File: config.mk
export PLATFORM = sky130hd
export DESIGN_NAME = serial_port
export DESIGN_NICKNAME = d
export VERILOG_FILES = /design/src/rtl/serial_port.v
export VERILOG_INCLUDE_DIRS = /design/src /design/src/pkg
export SDC_FILE = /design/constraint.sdc
export NUM_CORES = 1
export LEC_CHECK = 0
export ABC_AREA = 1
export BUFFER_PORTS_ARGS = -buffer_cell sky130_fd_sc_hd__buf_2
export CAP_MARGIN = 20
export CORE_MARGIN = 4
export CORE_UTILIZATION = 45
export DETAILED_ROUTE_END_ITERATION = 6
export SYNTH_ARGS = -nofsm -noshare
export SYNTH_HDL_FRONTEND = slang
export SYNTH_SLANG_ARGS = --single-unit
export TNS_END_PERCENT = 20
File: constraint.sdc
create_clock -name clk -period 3.8 [get_ports clk]
set_clock_uncertainty 0.1 [all_clocks]
set_input_delay 0.19 -clock clk [delete_from_list [all_inputs] [get_ports clk]]
set_output_delay 0.19 -clock clk [all_outputs]
set_load 0.05 [all_outputs]
File: src/pkg/serial_port_defs.vh
// Register map, field positions, reset values and bit-timing counts of the serial port.
`ifndef SERIAL_PORT_DEFS_VH
`define SERIAL_PORT_DEFS_VH

// ****************************************
// Register offsets
// ****************************************
`define ADDR_BAUD_DIVISOR 3'h0
`define ADDR_CONTROL_TWO 3'h1
`define ADDR_FRAME_CONTROL 3'h2
`define ADDR_STATUS 3'h3
`define ADDR_ERROR_CONTROL 3'h4
`define ADDR_DATA 3'h5

// ****************************************
// Reset values
// ****************************************
`define RST_BAUD_DIVISOR 8'h00
`define RST_CONTROL_TWO 8'h00
`define RST_FRAME_CONTROL 8'h00
`define RST_ERROR_CONTROL 8'h00
`define RST_DATA 8'h00

// ****************************************
// Status register fields
// ****************************************
`define ST_TX_BUFFER_EMPTY_FLAG 7
`define ST_TC 6
`define ST_RX_BUFFER_FULL_FLAG 5
`define ST_IDLE 4
`define ST_OR 3
`define ST_NF 2
`define ST_FE 1
`define ST_PF 0

// ****************************************
// Control fields
// ****************************************
`define EC_TX_POLARITY_INVERT 4
`define EC_OVERRUN_IRQ_ENABLE 3
`define EC_NOISE_IRQ_ENABLE 2
`define EC_FRAMING_IRQ_ENABLE 1
`define EC_PARITY_IRQ_ENABLE 0
`define C2_TX_ON 3
`define C2_RX_ON 2
`define C2_SEND_BREAK 0
`define FC_LONG_CHAR 4
`define FC_QUIET_SELECT 2
`define FC_PARITY_ON 1
`define FC_PARITY_ODD 0

// ****************************************
// Bit timing: sample phases in oversample ticks, character and data lengths in bits
// ****************************************
`define PHASE_LAST 4'hf
`define PHASE_S3 4'h3
`define PHASE_S5 4'h5
`define PHASE_S7 4'h7
`define PHASE_S8 4'h8
`define PHASE_S9 4'h9
`define PHASE_S10 4'ha
`define CHAR_BITS_SHORT 4'ha
`define CHAR_BITS_LONG 4'hb
`define DATA_BITS_SHORT 4'h8
`define DATA_BITS_LONG 4'h9

`endif

File: src/rtl/serial_port.v
// Full-duplex asynchronous serial port with status flags, error interrupts and data buffer.
`timescale 1ns/1ps
`include "serial_port_defs.vh"
`default_nettype none

module serial_port #(
    parameter DIV_WIDTH = 8
) (
    input wire clk,
    input wire nrst,
    input wire [2:0] addr,
    input wire [7:0] wdata,
    input wire wr_en,
    input wire rd_en,
    output reg [7:0] rdata,
    input wire rxd,
    output reg txd,
    output reg irq
);

    localparam RX_IDLE = 3'b001;
    localparam RX_START = 3'b010;
    localparam RX_BITS = 3'b100;
    localparam TX_IDLE = 2'b01;
    localparam TX_SEND = 2'b10;

    // ****************************************
    // Software-visible registers
    // ****************************************
    reg [DIV_WIDTH-1:0] baud_div_reg;
    reg [7:0] control_two_reg;
    reg [7:0] frame_control_reg;
    reg [4:0] error_control_reg;
    reg [7:0] rx_buf_reg;
    reg [7:0] tx_buf_reg;
    reg tx_full_reg;
    reg tx_buffer_empty_flag_reg, tc_reg, rx_buffer_full_flag_reg, idle_reg, or_reg, nf_reg, fe_reg, pf_reg;
    reg [7:0] seen_reg;

    wire long_char = frame_control_reg[`FC_LONG_CHAR];
    wire quiet_sel = frame_control_reg[`FC_QUIET_SELECT];
    wire parity_on = frame_control_reg[`FC_PARITY_ON];
    wire parity_odd = frame_control_reg[`FC_PARITY_ODD];
    wire tx_on = control_two_reg[`C2_TX_ON];
    wire rx_on = control_two_reg[`C2_RX_ON];
    wire [3:0] char_bits = long_char ? `CHAR_BITS_LONG : `CHAR_BITS_SHORT;
    wire [3:0] data_bits = long_char ? `DATA_BITS_LONG : `DATA_BITS_SHORT;

    wire [7:0] status = {tx_buffer_empty_flag_reg, tc_reg, rx_buffer_full_flag_reg, idle_reg, or_reg, nf_reg, fe_reg, pf_reg};

    // Bus decode; each access is a single-cycle strobe.
    wire status_rd = rd_en && (addr == `ADDR_STATUS);
    wire data_rd = rd_en && (addr == `ADDR_DATA);
    wire data_wr = wr_en && (addr == `ADDR_DATA);
    wire c2_wr = wr_en && (addr == `ADDR_CONTROL_TWO);
    wire preamble_q = c2_wr && wdata[`C2_TX_ON] && !tx_on;
    wire break_q = c2_wr && wdata[`C2_SEND_BREAK];

    // ****************************************
    // Shared baud generator
    // ****************************************
    reg [DIV_WIDTH-1:0] baud_cnt_reg;
    reg tick_reg;

    // One oversample tick every divisor bus clocks; a zero divisor halts both directions.
    always @(posedge clk or negedge nrst) begin
        if (!nrst) begin
            baud_cnt_reg <= {DIV_WIDTH{1'b0}};
            tick_reg <= 1'b0;
        end else begin
            tick_reg <= 1'b0;
            if (baud_div_reg == {DIV_WIDTH{1'b0}}) begin
                baud_cnt_reg <= {DIV_WIDTH{1'b0}};
            end else if (baud_cnt_reg >= baud_div_reg - 1'b1) begin
                baud_cnt_reg <= {DIV_WIDTH{1'b0}};
                tick_reg <= 1'b1;
            end else begin
                baud_cnt_reg <= baud_cnt_reg + 1'b1;
            end
        end
    end

    // ****************************************
    // Receiver
    // ****************************************
    reg [2:0] rx_state_reg;
    reg [3:0] rx_phase_reg;
    reg [3:0] rx_idx_reg;
    reg [8:0] rx_shift_reg;
    reg [4:0] rx_samp_reg;
    reg rx_noise_reg;
    reg [3:0] quiet_cnt_reg;
    reg idle_armed_reg;
    reg rx_done;
    reg rx_frame_err;
    reg quiet_inc;
    reg quiet_clr;

    wire maj = (rx_samp_reg[3] & rx_samp_reg[4]) | (rx_samp_reg[3] & rxd) | (rx_samp_reg[4] & rxd);
    wire bit_noise = (rx_samp_reg[3] != rxd) || (rx_samp_reg[4] != rxd);
    wire start_noise = bit_noise || (rx_samp_reg[2:0] != {3'b000}) || rxd;
    wire [7:0] rx_byte = long_char ? rx_shift_reg[7:0] : rx_shift_reg[8:1];
    wire rx_par = long_char ? ^rx_shift_reg : ^rx_shift_reg[8:1];

    // Frame walk at 16 ticks per bit; value is the majority of ticks 8, 9 and 10.
    always @(posedge clk or negedge nrst) begin
        if (!nrst) begin
            rx_state_reg <= RX_IDLE;
            rx_phase_reg <= 4'h0;
            rx_idx_reg <= 4'h0;
            rx_shift_reg <= 9'h000;
            rx_samp_reg <= 5'h00;
            rx_noise_reg <= 1'b0;
        end else if (!rx_on) begin
            rx_state_reg <= RX_IDLE;
            rx_phase_reg <= 4'h0;
        end else if (tick_reg) begin
            rx_phase_reg <= rx_phase_reg + 1'b1;
            if (rx_phase_reg == `PHASE_S3) rx_samp_reg[0] <= rxd;
            if (rx_phase_reg == `PHASE_S5) rx_samp_reg[1] <= rxd;
            if (rx_phase_reg == `PHASE_S7) rx_samp_reg[2] <= rxd;
            if (rx_phase_reg == `PHASE_S8) rx_samp_reg[3] <= rxd;
            if (rx_phase_reg == `PHASE_S9) rx_samp_reg[4] <= rxd;
            case (rx_state_reg)
                RX_IDLE: begin
                    if (!rxd) begin
                        rx_state_reg <= RX_START;
                        rx_phase_reg <= 4'h1;
                    end
                end
                RX_START: begin
                    if (rx_phase_reg == `PHASE_S10) begin
                        if (maj) begin
                            rx_state_reg <= RX_IDLE; // A glitch, not a start bit.
                        end else begin
                            rx_state_reg <= RX_BITS;
                            rx_idx_reg <= 4'h0;
                            rx_noise_reg <= start_noise;
                        end
                    end
                end
                RX_BITS: begin
                    if (rx_phase_reg == `PHASE_S10) begin
                        rx_noise_reg <= rx_noise_reg | bit_noise;
                        if (rx_idx_reg < data_bits) begin
                            rx_shift_reg <= {maj, rx_shift_reg[8:1]};
                            rx_idx_reg <= rx_idx_reg + 1'b1;
                        end else begin
                            rx_state_reg <= RX_IDLE;
                        end
                    end
                end
                default: rx_state_reg <= RX_IDLE;
            endcase
        end
    end

    // Stop-bit decision, plus the bit times that feed the quiet-line counter.
    always @* begin
        rx_done = 1'b0;
        rx_frame_err = 1'b0;
        quiet_inc = 1'b0;
        quiet_clr = 1'b0;
        if (rx_on && tick_reg) begin
            if (rx_state_reg == RX_IDLE) begin
                quiet_clr = !rxd;
                quiet_inc = rxd && (rx_phase_reg == `PHASE_LAST);
            end else if (rx_state_reg == RX_START) begin
                quiet_clr = 1'b1;
            end else if (rx_state_reg == RX_BITS && rx_phase_reg == `PHASE_S10) begin
                quiet_inc = maj && !quiet_sel;
                quiet_clr = !maj || quiet_sel;
                if (rx_idx_reg >= data_bits) begin
                    rx_done = 1'b1;
                    rx_frame_err = !maj;
                end
            end
        end
    end

    // Counts high bit times; the flag fires once after received data, then waits for the next character.
    always @(posedge clk or negedge nrst) begin
        if (!nrst) begin
            quiet_cnt_reg <= 4'h0;
        end else if (quiet_clr) begin
            quiet_cnt_reg <= 4'h0;
        end else if (quiet_inc && quiet_cnt_reg < char_bits) begin
            quiet_cnt_reg <= quiet_cnt_reg + 1'b1;
        end
    end

    wire idle_set = quiet_inc && !quiet_clr && idle_armed_reg && (quiet_cnt_reg == char_bits - 1'b1);
    wire rx_load = rx_done && !rx_buffer_full_flag_reg;
    wire rx_overrun = rx_done && rx_buffer_full_flag_reg;

    // ****************************************
    // Transmitter
    // ****************************************
    reg [1:0] tx_state_reg;
    reg [3:0] tx_phase_reg;
    reg [3:0] tx_left_reg;
    reg [10:0] tx_shift_reg;
    reg pre_pend_reg;
    reg brk_pend_reg;

    // Parity, when enabled, takes the place of the last data bit.
    wire [8:0] tx_data9 = long_char ?
        {(parity_on ? (^tx_buf_reg) ^ parity_odd : 1'b0), tx_buf_reg} :
        {1'b0, (parity_on ? (^tx_buf_reg[6:0]) ^ parity_odd : tx_buf_reg[7]), tx_buf_reg[6:0]};
    wire [10:0] tx_frame = long_char ? {1'b1, tx_data9, 1'b0} : {2'b11, tx_data9[7:0], 1'b0};
    wire tx_idle = (tx_state_reg == TX_IDLE);
    wire tx_xfer = tx_idle && tx_on && tx_full_reg && !brk_pend_reg && !pre_pend_reg;

    // Break wins over preamble, preamble over data, so queued line states go out first.
    always @(posedge clk or negedge nrst) begin
        if (!nrst) begin
            tx_state_reg <= TX_IDLE;
            tx_phase_reg <= 4'h0;
            tx_left_reg <= 4'h0;
            tx_shift_reg <= 11'h7ff;
            pre_pend_reg <= 1'b0;
            brk_pend_reg <= 1'b0;
        end else begin
            if (preamble_q) pre_pend_reg <= 1'b1;
            if (break_q) brk_pend_reg <= 1'b1;
            case (tx_state_reg)
                TX_IDLE: begin
                    tx_shift_reg <= 11'h7ff;
                    tx_phase_reg <= 4'h0;
                    tx_left_reg <= char_bits;
                    if (tx_on && brk_pend_reg) begin
                        tx_state_reg <= TX_SEND;
                        tx_shift_reg <= 11'h000;
                        brk_pend_reg <= break_q;
                    end else if (tx_on && pre_pend_reg) begin
                        tx_state_reg <= TX_SEND;
                        pre_pend_reg <= preamble_q;
                    end else if (tx_xfer) begin
                        tx_state_reg <= TX_SEND;
                        tx_shift_reg <= tx_frame;
                    end
                end
                TX_SEND: begin
                    if (tick_reg) begin
                        tx_phase_reg <= tx_phase_reg + 1'b1;
                        if (tx_phase_reg == `PHASE_LAST) begin
                            tx_shift_reg <= {1'b1, tx_shift_reg[10:1]};
                            tx_left_reg <= tx_left_reg - 1'b1;
                            if (tx_left_reg == 4'h1) tx_state_reg <= TX_IDLE;
                        end
                    end
                end
                default: tx_state_reg <= TX_IDLE;
            endcase
        end
    end

    // Idle, break and data alike pass through the polarity flip.
    always @(posedge clk or negedge nrst) begin
        if (!nrst) begin
            txd <= 1'b1;
        end else begin
            txd <= tx_shift_reg[0] ^ error_control_reg[`EC_TX_POLARITY_INVERT];
        end
    end

    wire tc_set = tx_buffer_empty_flag_reg && !tx_full_reg && tx_idle && !pre_pend_reg && !brk_pend_reg &&
        !data_wr && !preamble_q && !break_q;

    // ****************************************
    // Flags and register writes
    // ****************************************
    // A flag is cleared only by the access that follows a status read which saw it set;
    // a hardware set in the same cycle wins over that clear.
    wire rx_clr = data_rd;
    wire tc_clr = (data_wr || preamble_q || break_q) && seen_reg[`ST_TC];

    always @(posedge clk or negedge nrst) begin
        if (!nrst) begin
            baud_div_reg <= {DIV_WIDTH{1'b0}};
            control_two_reg <= `RST_CONTROL_TWO;
            frame_control_reg <= `RST_FRAME_CONTROL;
            error_control_reg <= 5'h00;
            rx_buf_reg <= `RST_DATA;
            tx_buf_reg <= `RST_DATA;
            tx_full_reg <= 1'b0;
            tx_buffer_empty_flag_reg <= 1'b1;
            tc_reg <= 1'b1;
            rx_buffer_full_flag_reg <= 1'b0;
            idle_reg <= 1'b0;
            or_reg <= 1'b0;
            nf_reg <= 1'b0;
            fe_reg <= 1'b0;
            pf_reg <= 1'b0;
            seen_reg <= 8'h00;
            idle_armed_reg <= 1'b0;
        end else begin
            if (wr_en && addr == `ADDR_BAUD_DIVISOR) baud_div_reg <= wdata[DIV_WIDTH-1:0];
            if (c2_wr) control_two_reg <= wdata;
            if (wr_en && addr == `ADDR_FRAME_CONTROL) frame_control_reg <= wdata;
            if (wr_en && addr == `ADDR_ERROR_CONTROL) error_control_reg <= wdata[4:0];
            if (data_wr) begin
                tx_buf_reg <= wdata;
                tx_full_reg <= 1'b1;
            end else if (tx_xfer) begin
                tx_full_reg <= 1'b0;
            end
            tx_buffer_empty_flag_reg <= tx_xfer | (tx_buffer_empty_flag_reg & ~(data_wr & seen_reg[`ST_TX_BUFFER_EMPTY_FLAG]));
            tc_reg <= tc_set | (tc_reg & ~tc_clr);
            if (rx_load) rx_buf_reg <= rx_byte;
            rx_buffer_full_flag_reg <= rx_load | (rx_buffer_full_flag_reg & ~(rx_clr & seen_reg[`ST_RX_BUFFER_FULL_FLAG]));
            nf_reg <= (rx_load & rx_noise_reg) | (nf_reg & ~(rx_clr & seen_reg[`ST_NF]));
            fe_reg <= (rx_load & rx_frame_err) | (fe_reg & ~(rx_clr & seen_reg[`ST_FE]));
            pf_reg <= (rx_load & parity_on & (rx_par != parity_odd)) | (pf_reg & ~(rx_clr & seen_reg[`ST_PF]));
            or_reg <= rx_overrun | (or_reg & ~(rx_clr & seen_reg[`ST_OR]));
            idle_reg <= idle_set | (idle_reg & ~(rx_clr & seen_reg[`ST_IDLE]));
            if (rx_load) begin
                idle_armed_reg <= 1'b1;
            end else if (idle_set) begin
                idle_armed_reg <= 1'b0;
            end
            if (status_rd) begin
                seen_reg <= status;
            end else begin
                if (data_rd) seen_reg[5:0] <= 6'h00;
                if (data_wr) seen_reg[7:6] <= 2'b00;
                if (preamble_q || break_q) seen_reg[`ST_TC] <= 1'b0;
            end
        end
    end

    // ****************************************
    // Read port and interrupt request
    // ****************************************
    // Read data stand only in the cycle after the strobe; unmapped offsets read zero.
    always @(posedge clk or negedge nrst) begin
        if (!nrst) begin
            rdata <= 8'h00;
        end else if (rd_en) begin
            case (addr)
                `ADDR_BAUD_DIVISOR: rdata <= baud_div_reg;
                `ADDR_CONTROL_TWO: rdata <= control_two_reg;
                `ADDR_FRAME_CONTROL: rdata <= frame_control_reg;
                `ADDR_STATUS: rdata <= status;
                `ADDR_ERROR_CONTROL: rdata <= {3'b000, error_control_reg};
                `ADDR_DATA: rdata <= rx_buf_reg;
                default: rdata <= 8'h00;
            endcase
        end else begin
            rdata <= 8'h00;
        end
    end

    // One level request, held while any enabled error flag stays set.
    always @(posedge clk or negedge nrst) begin
        if (!nrst) begin
            irq <= 1'b0;
        end else begin
            irq <= (or_reg & error_control_reg[`EC_OVERRUN_IRQ_ENABLE]) |
                (nf_reg & error_control_reg[`EC_NOISE_IRQ_ENABLE]) |
                (fe_reg & error_control_reg[`EC_FRAMING_IRQ_ENABLE]) |
                (pf_reg & error_control_reg[`EC_PARITY_IRQ_ENABLE]);
        end
    end

endmodule

`default_nettype wire

==> results.txt, run 1 <==
----------------------------------------------------
[Global routing]
  Number of global-route vias before repair ... between 5000 and 6000
  First-pass GRT wire length ... 28000 um
  Residual overflow from global routing ... 0
  Overall global routing resource usage ... 0.194
  Pin count of the biggest net entering global routing ... 90
  Number of antenna violations at the first check in global routing ... 0

[STA]
  Total negative setup slack ... 0 ns
  Unrepaired setup endpoints after global routing ... no
  Post-layout minimum cycle time ... 2.47 ns
  Worst-case setup margin in the final layout ... 1.33 ns
  Max-slew headroom at the worst pin ... 0.447
  Number of hold violations in the final report ... 0
  Count of final setup violators ... 0
  Max Fclk ... 405 MHz
  Transition time at the pin with the least slew margin ... ~0.83 ns
  Tightest hold margin ... 0.0206 ns
  Final worst-path cycle share ... 0.650
  Number of max-slew violations in the final report ... 0

[Min path]
  Classification of the worst-slack hold path ... in2reg
  Critical hold path startpoint ... wdata[7]

[Logic synthesis]
  Share of async-settable or async-resettable flops after synthesis ... 1.00
  Synthesized Nets ... 889
  Sequential area share after synthesis ... 0.474
  Post-synthesis instance area ... 7170 um^2
  Number of flops mapped to enable cells by yosys ... 0
  Multiplexer fraction of the synthesized cell area ... 0.00157
  Main combinational cell family by area after synthesis ... simple AND/OR/NAND/NOR gates
  Area fraction in compound gates after synthesis ... 0.150
  Post-synthesis instance total ... 849
  Yosys reg bits ... between 100 and 150
  Average cell area after synthesis ... 8.44 um^2
  Post-synthesis adder-cell area fraction ... 0.0419
  Xor/xnor cell area share of the yosys netlist ... 0.0293
  Share of synthesized cell area in and, or, nand and nor gates ... 0.221
  Number of distinct standard cells referenced by the synthesized netlist ... 49
  Dominant synthesized flop cell ... sky130_fd_sc_hd__dfrtp_1
  Yosys warning count ... 0

[Finish]
  Most used cells in the layout excluding fill and tap cells ... sky130_fd_sc_hd__nand2_1, sky130_fd_sc_hd__dfrtp_1, sky130_fd_sc_hd__inv_1, sky130_fd_sc_hd__o21ai_0
  Number of inserted diodes ... 0
  Most frequent standard cell in the layout excluding fill and tap cells ... sky130_fd_sc_hd__nand2_1
  Share of cells above drive strength 1 ... 0.147
  Number of flip-flops under the largest register name ... 11
  Synth-to-layout area growth ... 14.2%
  Number of nets in the final layout ... 924

[Floorplan]
  Die boundary width ... between 100 and 150 um
  Vertical die dimension ... around 130 um
  Core box area ... 15400 um^2
  FP Rows ... 45
  Die footprint ... around 18000 um^2
  I/O pin count ... 26
  Initial standard-cell utilization of the core ... 0.465

[Setup path]
  Worst Setup Start Kind ... flop
  Reg-to-reg startpoint ... baud_div_reg[0]
  Maximum fanout encountered on the critical timing path ... 9
  End of the critical path ... baud_cnt_reg[3]
  Required time worst endpoint ... 4.02 ns
  Element type at the critical path end ... flop
  Type of the worst setup path ... reg2reg
  Arr. time, crit path ... approximately 2.7 ns
  Worst Reg-to-Reg Cells ... 12
  Crit Reg-Reg Endpoint ... baud_cnt_reg[3]
  Worst setup startpoint ... baud_div_reg[0]
  Reg2Reg Setup Slack ... 1.33 ns

[Power and ir drop]
  P per Cell Area ... 640 nW/um^2
  Peak supply drop ... 0.437 mV
  Leakage power of the design ... 3.97 nW

[Detailed routing]
  Remaining DRCs ... 0
  Via density per instance ... 5.21
  Vias ... between 5000 and 6000
  Detailed Routing Iterations Pass 1 ... 5
  Number of nets still failing antenna checks after routing ... 0
  Wire per inst ... 15.0 um
  Total wire length after detailed routing ... ~17000 um
  Initial DRC Count ... 447

[Placed design]
  Post-placement worst setup slack ... 1.33 ns
  GPL Wtd Cong ... approximately 0.86
  Port Buffer Count ... 25
  Detail Placement HPWL ... 12000 um

[Clock tree]
  Maximum level of the CTS H-tree ... 4
  Clock latency on the worst-skew pair ... 0.42 ns
  Clock-pin slew reported for the worst setup and hold paths after clock tree synthesis ... 0.06 ns
  Clock tree from TritonCTS ... built
  Count of buffers added by post-CTS timing repair for setup ... 0
  Buffers from clock root to sink, at most ... 2
  Clock root buffer ... sky130_fd_sc_hd__clkbuf_16
  Cts bufs inserted ... 17
  Clock sink count ... 135

[Flow run]
  Maximum Capacitance Violations ... 0

[Run status]
  Outcome ... completed

----------------------------------------------------
==> worst max-delay path, cell delays in order, from the launching register on <==
cell	delay, ns
sky130_fd_sc_hd__dfrtp_1	0.39
sky130_fd_sc_hd__inv_1	0.15
sky130_fd_sc_hd__ha_1	0.21
sky130_fd_sc_hd__nand2_1	0.09
sky130_fd_sc_hd__nor3_1	0.19
sky130_fd_sc_hd__xor2_1	0.16
sky130_fd_sc_hd__inv_1	0.06
sky130_fd_sc_hd__ha_1	0.26
sky130_fd_sc_hd__nand2_1	0.09
sky130_fd_sc_hd__nor2_1	0.06
sky130_fd_sc_hd__nand4_1	0.08
sky130_fd_sc_hd__o2111ai_2	0.27
sky130_fd_sc_hd__a211oi_1	0.26
==> through the flow <==
stage | utilization | area (um^2) | total power, mW | instances
finish | 0.531 | 8190 | 5.24 | 1108
global route | 0.531 | 8190 | 5.56 | 1108
floorplan | - | 7170 | 3.08 | 849
CTS | 0.531 | 8190 | 5.28 | 1108
global placement | 0.484 | 7470 | 3.37 | 1070
detailed placement | 0.484 | 7470 | 3.43 | 1070
==> synth_stat cells (8+ instances only) <==
library cell | n | area (um^2)
sky130_fd_sc_hd__o22ai_1 | 17 | 106
sky130_fd_sc_hd__xnor2_1 | 11 | 96.3
sky130_fd_sc_hd__dfrtp_1 | 119 | 2980
sky130_fd_sc_hd__buf_2 | 10 | 50.1
sky130_fd_sc_hd__inv_2 | 13 | 48.8
sky130_fd_sc_hd__o21ai_2 | 10 | 87.6
sky130_fd_sc_hd__nand2_1 | 205 | 769
sky130_fd_sc_hd__nand3_1 | 46 | 230
sky130_fd_sc_hd__inv_1 | 109 | 409
sky130_fd_sc_hd__a21oi_1 | 23 | 115
sky130_fd_sc_hd__nand4_1 | 8 | 50.1
sky130_fd_sc_hd__nor2_1 | 46 | 173
sky130_fd_sc_hd__o21ai_1 | 15 | 75.1
sky130_fd_sc_hd__ha_1 | 24 | 300
sky130_fd_sc_hd__dfstp_2 | 16 | 420
sky130_fd_sc_hd__xor2_1 | 13 | 114
sky130_fd_sc_hd__o21ai_0 | 74 | 370
sky130_fd_sc_hd__nor3_1 | 11 | 55.1
sky130_fd_sc_hd__a221oi_1 | 9 | 78.8
==> layer usage <==
| metal | share of wire | vias to the layer above | GRT usage |
|---|---|---|---|
| met5 | 0 | - | 0 |
| met4 | 0.019 | 0 | 0.0633 |
| met3 | 0.037 | 27 | 0.0465 |
| met2 | 0.47 | 108 | 0.302 |
| met1 | 0.47 | 2770 | 0.267 |
| li1 | - | 2865 | - |
==> layout make-up <==
type / instances / area [um^2]
Inverter: 124 / 475
Clock buffer: 19 / 453
Multi-Input combinational cell: 572 / 3180
Tap cell: 211 / 264
Sequential cell: 135 / 3400
Clock inverter: 13 / 200
Fill cell: 1475 / 7240
Timing Repair Buffer: 34 / 214
==> power breakdown <==
part	switching [mW]	internal, mW
combinational	0.965	0.494
clock	0.630	1.20
sequential	0.225	1.73
total	1.82	3.42
==> timing repair <==
item,4_1_cts,5_1_grt
hold endpoints to repair,85,0
gates resized for setup,0,0
hold buffers,6,0
==> worst min-delay path by stage <==
stage | end | slack (ns) | cells past startpoint
6_report | baud_div_reg[7] | 0.02 | 3
5_1_grt | control_two_reg[7] | 0.03 | 3
4_1_cts | baud_div_reg[7] | 0.007 | 3
3_5_place_dp | rx_shift_reg[3] | 0.23 | 1
3_3_place_gp | rx_shift_reg[3] | 0.21 | 1
2_1_floorplan | baud_cnt_reg[0] | -0.21 | 0
==> cells by family (layout without fill, tap and decap cells) <==
kind of cell,count (synthesis),in the layout
flops,135,135
buf+inv,142,190
mux,1,1
xor+xnor,24,24
simple gates,345,345
fa+ha+maj,24,24
compound gates,178,178
Power figures use the tool's default switching activity.
==> run 2: changes to the inputs <==
ABC_AREA = 0   (was 1)
clock period = 2.4 ns   (was 3.8 ns; I/O delays follow)
==> run 2 against run 1 <==
  * Via count decreased by 16%
  * Power increased by 43%
  * Setup slack got worse by 1.3 ns
  * Register-to-register slack got worse by 1.3 ns
  * Sequential share of layout area increased by 0.72 points
  * Synthesized area decreased by 4.6%
  * Largest cell class unchanged
==> results.txt, run 2 <==
----------------------------------------------------
[Finish]
  Number of nets in the final layout ... 740
  Synth-to-layout area growth ... 17.6%
  Number of inserted diodes ... 0
  Fin util ... 0.547
  Most frequent standard cell in the layout excluding fill and tap cells ... sky130_fd_sc_hd__dfrtp_1
  Most used cells in the layout excluding fill and tap cells ... sky130_fd_sc_hd__dfrtp_1, sky130_fd_sc_hd__nand2_1, sky130_fd_sc_hd__nor2_1, sky130_fd_sc_hd__mux2_2, sky130_fd_sc_hd__a21oi_1
  Fillers ... 1280
  Number of flip-flops under the largest register name ... 11
  Share of cells above drive strength 1 ... 0.237

[Setup path]
  Type of the worst setup path ... reg2reg
  Reg2Reg Setup Slack ... 0.05 ns
  Worst Reg-to-Reg Cells ... 9
  Cell depth of the worst setup path ... 9
  Maximum fanout encountered on the critical timing path ... 8
  Reg-to-reg startpoint ... baud_div_reg[4]
  Required time worst endpoint ... 2.60 ns
  Slowest cell on crit path ... sky130_fd_sc_hd__or4_4
  Delay contributed by the slowest stage of the critical path ... 0.57 ns
  Critical path's top delay family ... simple AND/OR/NAND/NOR gates
  Cell Chain, Critical Path ... or4_4 -> nor2_4 -> xnor2_1 -> ha_1 -> nand4_1 -> o21a_1 -> o211ai_1 -> buf_4 -> nor2_2
  Worst Setup Start Kind ... flop
  Arr. time, crit path ... 2.54 ns
  Element type at the critical path end ... flop
  Buffer and inverter count on the worst path ... 1
  Crit Reg-Reg Endpoint ... baud_cnt_reg[4]

[STA]
  Number of hold violations in the final report ... 0
  Max-slew headroom at the worst pin ... 0.605
  Number of max-slew violations in the final report ... 0
  Final worst-path cycle share ... 0.978
  Tightest hold margin ... 0.0609 ns
  Count of final setup violators ... 0
  Worst-case setup margin in the final layout ... 0.0532 ns
  Unrepaired setup endpoints after global routing ... yes
  Post-layout minimum cycle time ... approximately 2.3 ns
  Max Fclk ... around 430 MHz
  Transition time at the pin with the least slew margin ... 0.593 ns

[Logic synthesis]
  Post-synthesis instance area ... 6840 um^2
  Number of flops mapped to enable cells by yosys ... 0
  Dominant cell by count in the synthesized netlist ... sky130_fd_sc_hd__dfrtp_1
  Dominant synthesized flop cell ... sky130_fd_sc_hd__dfrtp_1
  Sequential area share after synthesis ... 0.497
  Yosys reg bits ... 135
  Top cell types by occurrence after synthesis ... sky130_fd_sc_hd__dfrtp_1, sky130_fd_sc_hd__nand2_1, sky130_fd_sc_hd__nor2_1, sky130_fd_sc_hd__mux2_2, sky130_fd_sc_hd__a21oi_1
  Top post-synthesis cells by area ... sky130_fd_sc_hd__dfrtp_1, sky130_fd_sc_hd__mux2_2, sky130_fd_sc_hd__dfstp_2, sky130_fd_sc_hd__ha_1, sky130_fd_sc_hd__nand2_1
  Number of distinct standard cells referenced by the synthesized netlist ... just over 60
  Synth area leader ... sky130_fd_sc_hd__dfrtp_1
  Share of async-settable or async-resettable flops after synthesis ... 1.00
  Synthesized Nets ... 678
  Post-synthesis instance total ... 638
  Yosys warning count ... 0
  Portion of synthesized cell area occupied by the leading cell type ... 0.435
  Average cell area after synthesis ... 10.7 um^2

[Placed design]
  Post-placement worst setup slack ... -0.156 ns
  GPL Wtd Cong ... a little over 0.8
  Detail Placement HPWL ... between 10000 and 15000 um
  Port Buffer Count ... 25

[Flow run]
  Maximum Capacitance Violations ... 0

[Power and ir drop]
  Internal portion of total power ... slightly above 5 mW
  Post-layout power ... 7.48 mW
  Peak supply drop ... between 0.5 and 0.6 mV
  Share of power burned in registers ... 0.418
  Part of the power in the clock network ... 0.332
  P per Cell Area ... 929 nW/um^2
  Sw frac ... 0.313
  Leakage power of the design ... around 3.6 nW
  Power spent charging and discharging nets ... 2.34 mW
  Share of power burned in combinational logic ... 0.250

[Clock tree]
  Clock tree from TritonCTS ... built
  Clock root buffer ... sky130_fd_sc_hd__clkbuf_16
  Clock-pin slew reported for the worst setup and hold paths after clock tree synthesis ... 0.06 ns
  Maximum level of the CTS H-tree ... 4
  Clock latency on the worst-skew pair ... 0.41 ns
  Cts bufs inserted ... 17
  Clock sink count ... 135
  Buffers from clock root to sink, at most ... 2

[Detailed routing]
  Remaining DRCs ... 0
  Total wire length after detailed routing ... 15400 um
  Initial DRC Count ... 198
  Number of nets still failing antenna checks after routing ... 0
  Detailed Routing Iterations Pass 1 ... 4
  Via density per instance ... roughly 5.4
  Wire per inst ... between 15 and 20 um
  Vias ... 4875

[Min path]
  Classification of the worst-slack hold path ... in2reg
  Capture endpoint of the worst hold path ... rdata[7]
  Critical hold path startpoint ... addr[2]
  Worst hold stages ... 3

[Floorplan]
  I/O pin count ... 26
  Die boundary width ... 131 um
  Core box area ... 14700 um^2
  FP Rows ... 44
  Vertical die dimension ... 131 um
  Initial standard-cell utilization of the core ... 0.465
  Die footprint ... 17200 um^2

[Global routing]
  Residual overflow from global routing ... 0
  First-pass GRT wire length ... between 20000 and 30000 um
  Overall global routing resource usage ... 0.188
  Pin count of the biggest net entering global routing ... 65
  Number of antenna violations at the first check in global routing ... 0
  Number of global-route vias before repair ... about 5000

[Run status]
  Outcome ... completed

----------------------------------------------------
run 2: changes by cell type after synthesis, sizes merged, moves of 11 or more:
cell,delta
a21oi,+11
o21ai,-72
nor2b,+11
inv,-100
nand2,-146
mux2i,+15
mux2,+41
o22ai,-12
xnor2,+13
nand3,-35
run 2: timing repair:
item / in CTS / in global routing
resized for setup: 1 / 13
buffers inserted: 1 / 4
setup endpoints to repair: 8 / 9
endpoints found under the hold margin: 109 / 0
hold buffers: 11 / 0
pin swaps: 1 / 5
run 2: final cells by class:
| cell class | count | area [um^2] | share of cell area |
|---|---|---|---|
| repair buffers | 65 | 479 | 0.0596 |
| clock inverters | 9 | 101 | 0.0126 |
| flip-flops and latches | 135 | 3400 | 0.422 |
| multi-input cells | 457 | 3290 | 0.409 |
| clock buffers | 23 | 458 | 0.0569 |
| inverters | 24 | 90.1 | 0.0112 |
| well taps | 184 | 230 | 0.0286 |
run 2: per-layer routing:
metal | global-route usage | routed length, um
met1 | 0.256 | 7170
met2 | 0.307 | 7580
met3 | 0.0420 | 492
met4 | 0.0525 | 163
met5 | 0 | 0
run 2: cell families after synthesis:
| kind of cell | count (synthesis) | share of synthesized area |
|---|---|---|
| xor gates and xnor gates | 38 | 0.0486 |
| DFF | 135 | 0.497 |
| and+or+nand+nor | 210 | 0.155 |
| AOI/OAI and AO/OA | 123 | 0.120 |
| muxes | 62 | 0.108 |
| buffers and inverters | 46 | 0.0282 |
| adders and majority gates | 24 | 0.0439 |
run 2: worst max-delay path by stage:
| stage | from | endpoint | slack (ns) |
|---|---|---|---|
| global route | baud_div_reg[4] | baud_cnt_reg[3] | -0.06 |
| detailed placement | baud_div_reg[5] | baud_cnt_reg[4] | -0.16 |
| finish | baud_div_reg[4] | baud_cnt_reg[4] | 0.05 |
| floorplan | baud_div_reg[5] | baud_cnt_reg[2] | 0.06 |
| CTS | baud_div_reg[1] | baud_cnt_reg[4] | 0.01 |
| global placement | baud_div_reg[5] | baud_cnt_reg[4] | -0.10 |
run 2: worst min-delay path: stages:
cell	delay (ns)
sky130_fd_sc_hd__buf_2	0.22
sky130_fd_sc_hd__nand3_1	0.11
sky130_fd_sc_hd__a21boi_0	0.08
run 2: metrics by stage:
step	setup TNS [ns]	area, um^2	cells
floorplan	0	6840	638
detailed placement	-1.10	7290	849
finish	0	8050	897
CTS	0	7970	893
global placement	-0.713	7290	849
global route	-0.469	8050	897
run 2: power by group through the flow:
stage	combinational, mW	clock, mW	sequential (mW)
after CTS	1.82	2.56	3.12
after detailed placement	1.78	0	3.15
after floorplan	1.24	0	3.07
final	1.87	2.48	3.12
after global placement	1.72	0	3.14
after global routing	2.11	2.66	3.18
==> run 3: changes to the inputs <==
==> constraint.sdc (replaced) <==
create_clock -name clk -period 2.4 [get_ports clk]
set_clock_uncertainty 0.1 [all_clocks]
set_input_delay 0.36 -clock clk [delete_from_list [all_inputs] [get_ports clk]]
set_output_delay 0.36 -clock clk [all_outputs]
set_load 0.05 [all_outputs]
==> run 3 against run 2 <==
  * Clock power is 5% higher
  * Via count is 0.57% higher
  * Highest routed layer unchanged
  * Global-route usage is 0.60 points lower
  * Critical path type unchanged
  * Largest cell class unchanged
  * Utilization is 0.14 points lower
  * Die area stayed put
  * Power is 1.9% higher
  * Sequential power hardly changed
  * Sequential share of layout area is 0.11 points higher
  * Final cell count is 0.78% lower
==> results.txt, run 3 (synthesized netlist as in run 2, its figures left out) <==
----------------------------------------------------
[Finish]
  Fin util ... 0.546
  Most frequent standard cell in the layout excluding fill and tap cells ... sky130_fd_sc_hd__dfrtp_1
  Share of cells above drive strength 1 ... 0.251
  Combined flip-flop and latch cell area ... 3400 um^2
  Number of flip-flops under the largest register name ... 11
  Fillers ... 1254
  Synth-to-layout area growth ... 17.3%
  Most used cells in the layout excluding fill and tap cells ... sky130_fd_sc_hd__dfrtp_1, sky130_fd_sc_hd__nand2_1, sky130_fd_sc_hd__nor2_1, sky130_fd_sc_hd__mux2_2, sky130_fd_sc_hd__a21oi_1
  Number of inserted diodes ... 0
  Finished Layout Cells ... 890
  Multi-input gate area ... 3310 um^2
  Number of nets in the final layout ... ~730

[Floorplan]
  Die boundary width ... 131 um
  Initial standard-cell utilization of the core ... 0.465
  FP Rows ... 44
  Die footprint ... 17200 um^2
  I/O pin count ... 26
  Vertical die dimension ... around 130 um
  Core box area ... 14700 um^2

[Setup path]
  Element type at the critical path end ... flop
  Maximum fanout encountered on the critical timing path ... 8
  Reg2Reg Setup Slack ... 0.06 ns
  Crit Reg-Reg Endpoint ... baud_cnt_reg[4]
  Crit path top cell by count ... sky130_fd_sc_hd__a21o_1
  Type of the worst setup path ... reg2reg
  Worst Setup Start Kind ... flop
  Reg-to-reg startpoint ... baud_div_reg[1]
  Worst Reg-to-Reg Cells ... 12
  Slowest cell on crit path ... sky130_fd_sc_hd__dfrtp_1
  Delay contributed by the slowest stage of the critical path ... approximately 0.4 ns
  Cell Chain, Critical Path ... inv_2 -> ha_4 -> nand2_1 -> xor2_1 -> ha_1 -> a21o_1 -> a21o_1 -> a21oi_2 -> o21a_1 -> o211ai_1 -> buf_4 -> nor2_1
  Arr. time, crit path ... about 2.6 ns
  Required time worst endpoint ... 2.64 ns

[Clock tree]
  Buffers from clock root to sink, at most ... 2
  Cts bufs inserted ... 17
  Clock-pin slew reported for the worst setup and hold paths after clock tree synthesis ... around 0.06 ns
  Maximum level of the CTS H-tree ... 4
  Clock root buffer ... sky130_fd_sc_hd__clkbuf_16
  Clock tree from TritonCTS ... built
  Clock latency on the worst-skew pair ... between 0.4 and 0.5 ns
  Clock sink count ... 135

[Placed design]
  Detail Placement HPWL ... 10900 um
  GPL Wtd Cong ... 0.844
  Port Buffer Count ... 25
  Post-placement worst setup slack ... -0.174 ns
  Dpl cells ... around 850

[STA]
  Number of max-slew violations in the final report ... 0
  Tightest hold margin ... 0.102 ns
  Transition time at the pin with the least slew margin ... 0.523 ns
  Number of hold violations in the final report ... 0
  Final worst-path cycle share ... 0.976
  Worst-case setup margin in the final layout ... 0.0575 ns
  Max Fclk ... ~430 MHz
  Max-slew headroom at the worst pin ... 0.651
  Count of final setup violators ... 0
  Post-layout minimum cycle time ... 2.34 ns
  Unrepaired setup endpoints after global routing ... yes

[Detailed routing]
  Total wire length after detailed routing ... 14900 um
  Wire per inst ... 16.7 um
  Number of nets still failing antenna checks after routing ... 0
  Initial DRC Count ... about 270
  Detailed Routing Iterations Pass 1 ... 5
  Remaining DRCs ... 0
  Vias ... 4903
  Via density per instance ... 5.51

[Min path]
  Critical hold path startpoint ... wdata[5]
  Classification of the worst-slack hold path ... in2reg
  Worst hold stages ... 3
  Capture endpoint of the worst hold path ... control_two_reg[5]

[Global routing]
  Number of global-route vias before repair ... 4959
  Residual overflow from global routing ... 0
  Pin count of the biggest net entering global routing ... 44
  First-pass GRT wire length ... approximately 25000 um
  Number of antenna violations at the first check in global routing ... 0
  Overall global routing resource usage ... 0.182

[Flow run]
  Maximum Capacitance Violations ... 0

[Run status]
  Outcome ... completed

[Power and ir drop]
  Leakage power of the design ... 3.61 nW
  Peak supply drop ... 0.509 mV
  Post-layout power ... roughly 7.6 mW
  P per Cell Area ... 949 nW/um^2

----------------------------------------------------
-- run 3: cell types whose count changed in the layout (fill, tap and decap cells not counted), sizes merged --
| cell | delta |
|---|---|
| buf | +3 |
| clkinvlp | -2 |
| bufinv | +1 |
| dlygate4sd3 | -10 |
| clkbuf | +1 |
-- run 3: layer usage --
| metal | track usage | wire length [um] | vias to the layer above |
|---|---|---|---|
| met5 | 0 | 0 | - |
| met4 | 0.0718 | 316 | 0 |
| met3 | 0.0378 | 486 | 20 |
| met2 | 0.296 | 7250 | 83 |
| met1 | 0.242 | 6840 | 2434 |
| li1 | - | - | 2366 |
-- run 3: stage by stage --
stage / cell area, um^2 / setup TNS (ns)
global route: 8030 / -0.298
detailed placement: 7310 / -1.19
global placement: 7310 / -0.705
finish: 8030 / 0
CTS: 7940 / 0
floorplan: 6840 / 0
-- run 3: worst max path at each step --
stage,end,from,slack (ns),depth (start not counted)
CTS,baud_cnt_reg[7],baud_div_reg[2],0.009,12
global placement,baud_cnt_reg[4],baud_div_reg[5],-0.1,8
floorplan,baud_cnt_reg[2],baud_div_reg[5],0.06,8
detailed placement,baud_cnt_reg[2],baud_div_reg[5],-0.17,8
global route,baud_cnt_reg[4],baud_div_reg[5],-0.04,9
finish,baud_cnt_reg[4],baud_div_reg[1],0.06,12
-- run 3: critical path: cells and delay by family (launching register included) --
kind                       cells  cell delay, ns
DFF                            1            0.40
buffers and inverters          2            0.28
AOI/OAI and AO/OA              5            0.70
adders and majority gates      2            0.46
xor gates and xnor gates       1            0.15
and+or+nand+nor                2            0.18
-- run 3: layout make-up --
cell class | instances | share of cell area
tap | 184 | 0.0287
inverter | 24 | 0.0112
clock buffer | 24 | 0.0588
timing repair buffer | 58 | 0.0500
multi-input combinational | 457 | 0.413
sequential | 135 | 0.423
clock inverter | 8 | 0.0151
-- run 3: power breakdown --
group,switching [mW],total [mW],internal (mW),leakage [nW]
Sequential,0.399,3.12,2.72,1.70
Clock,0.926,2.61,1.68,0.288
Combinational,1.02,1.88,0.867,1.62
-- run 3: repair_timing --
item | 4_1_cts | 5_1_grt
gates cloned | 0 | 0
gates resized for setup | 3 | 17
buffers inserted | 2 | 4
hold endpoints to repair | 27 | 0
hold buffers | 1 | 0
pin swaps | 1 | 4
setup endpoints to repair | 8 | 8
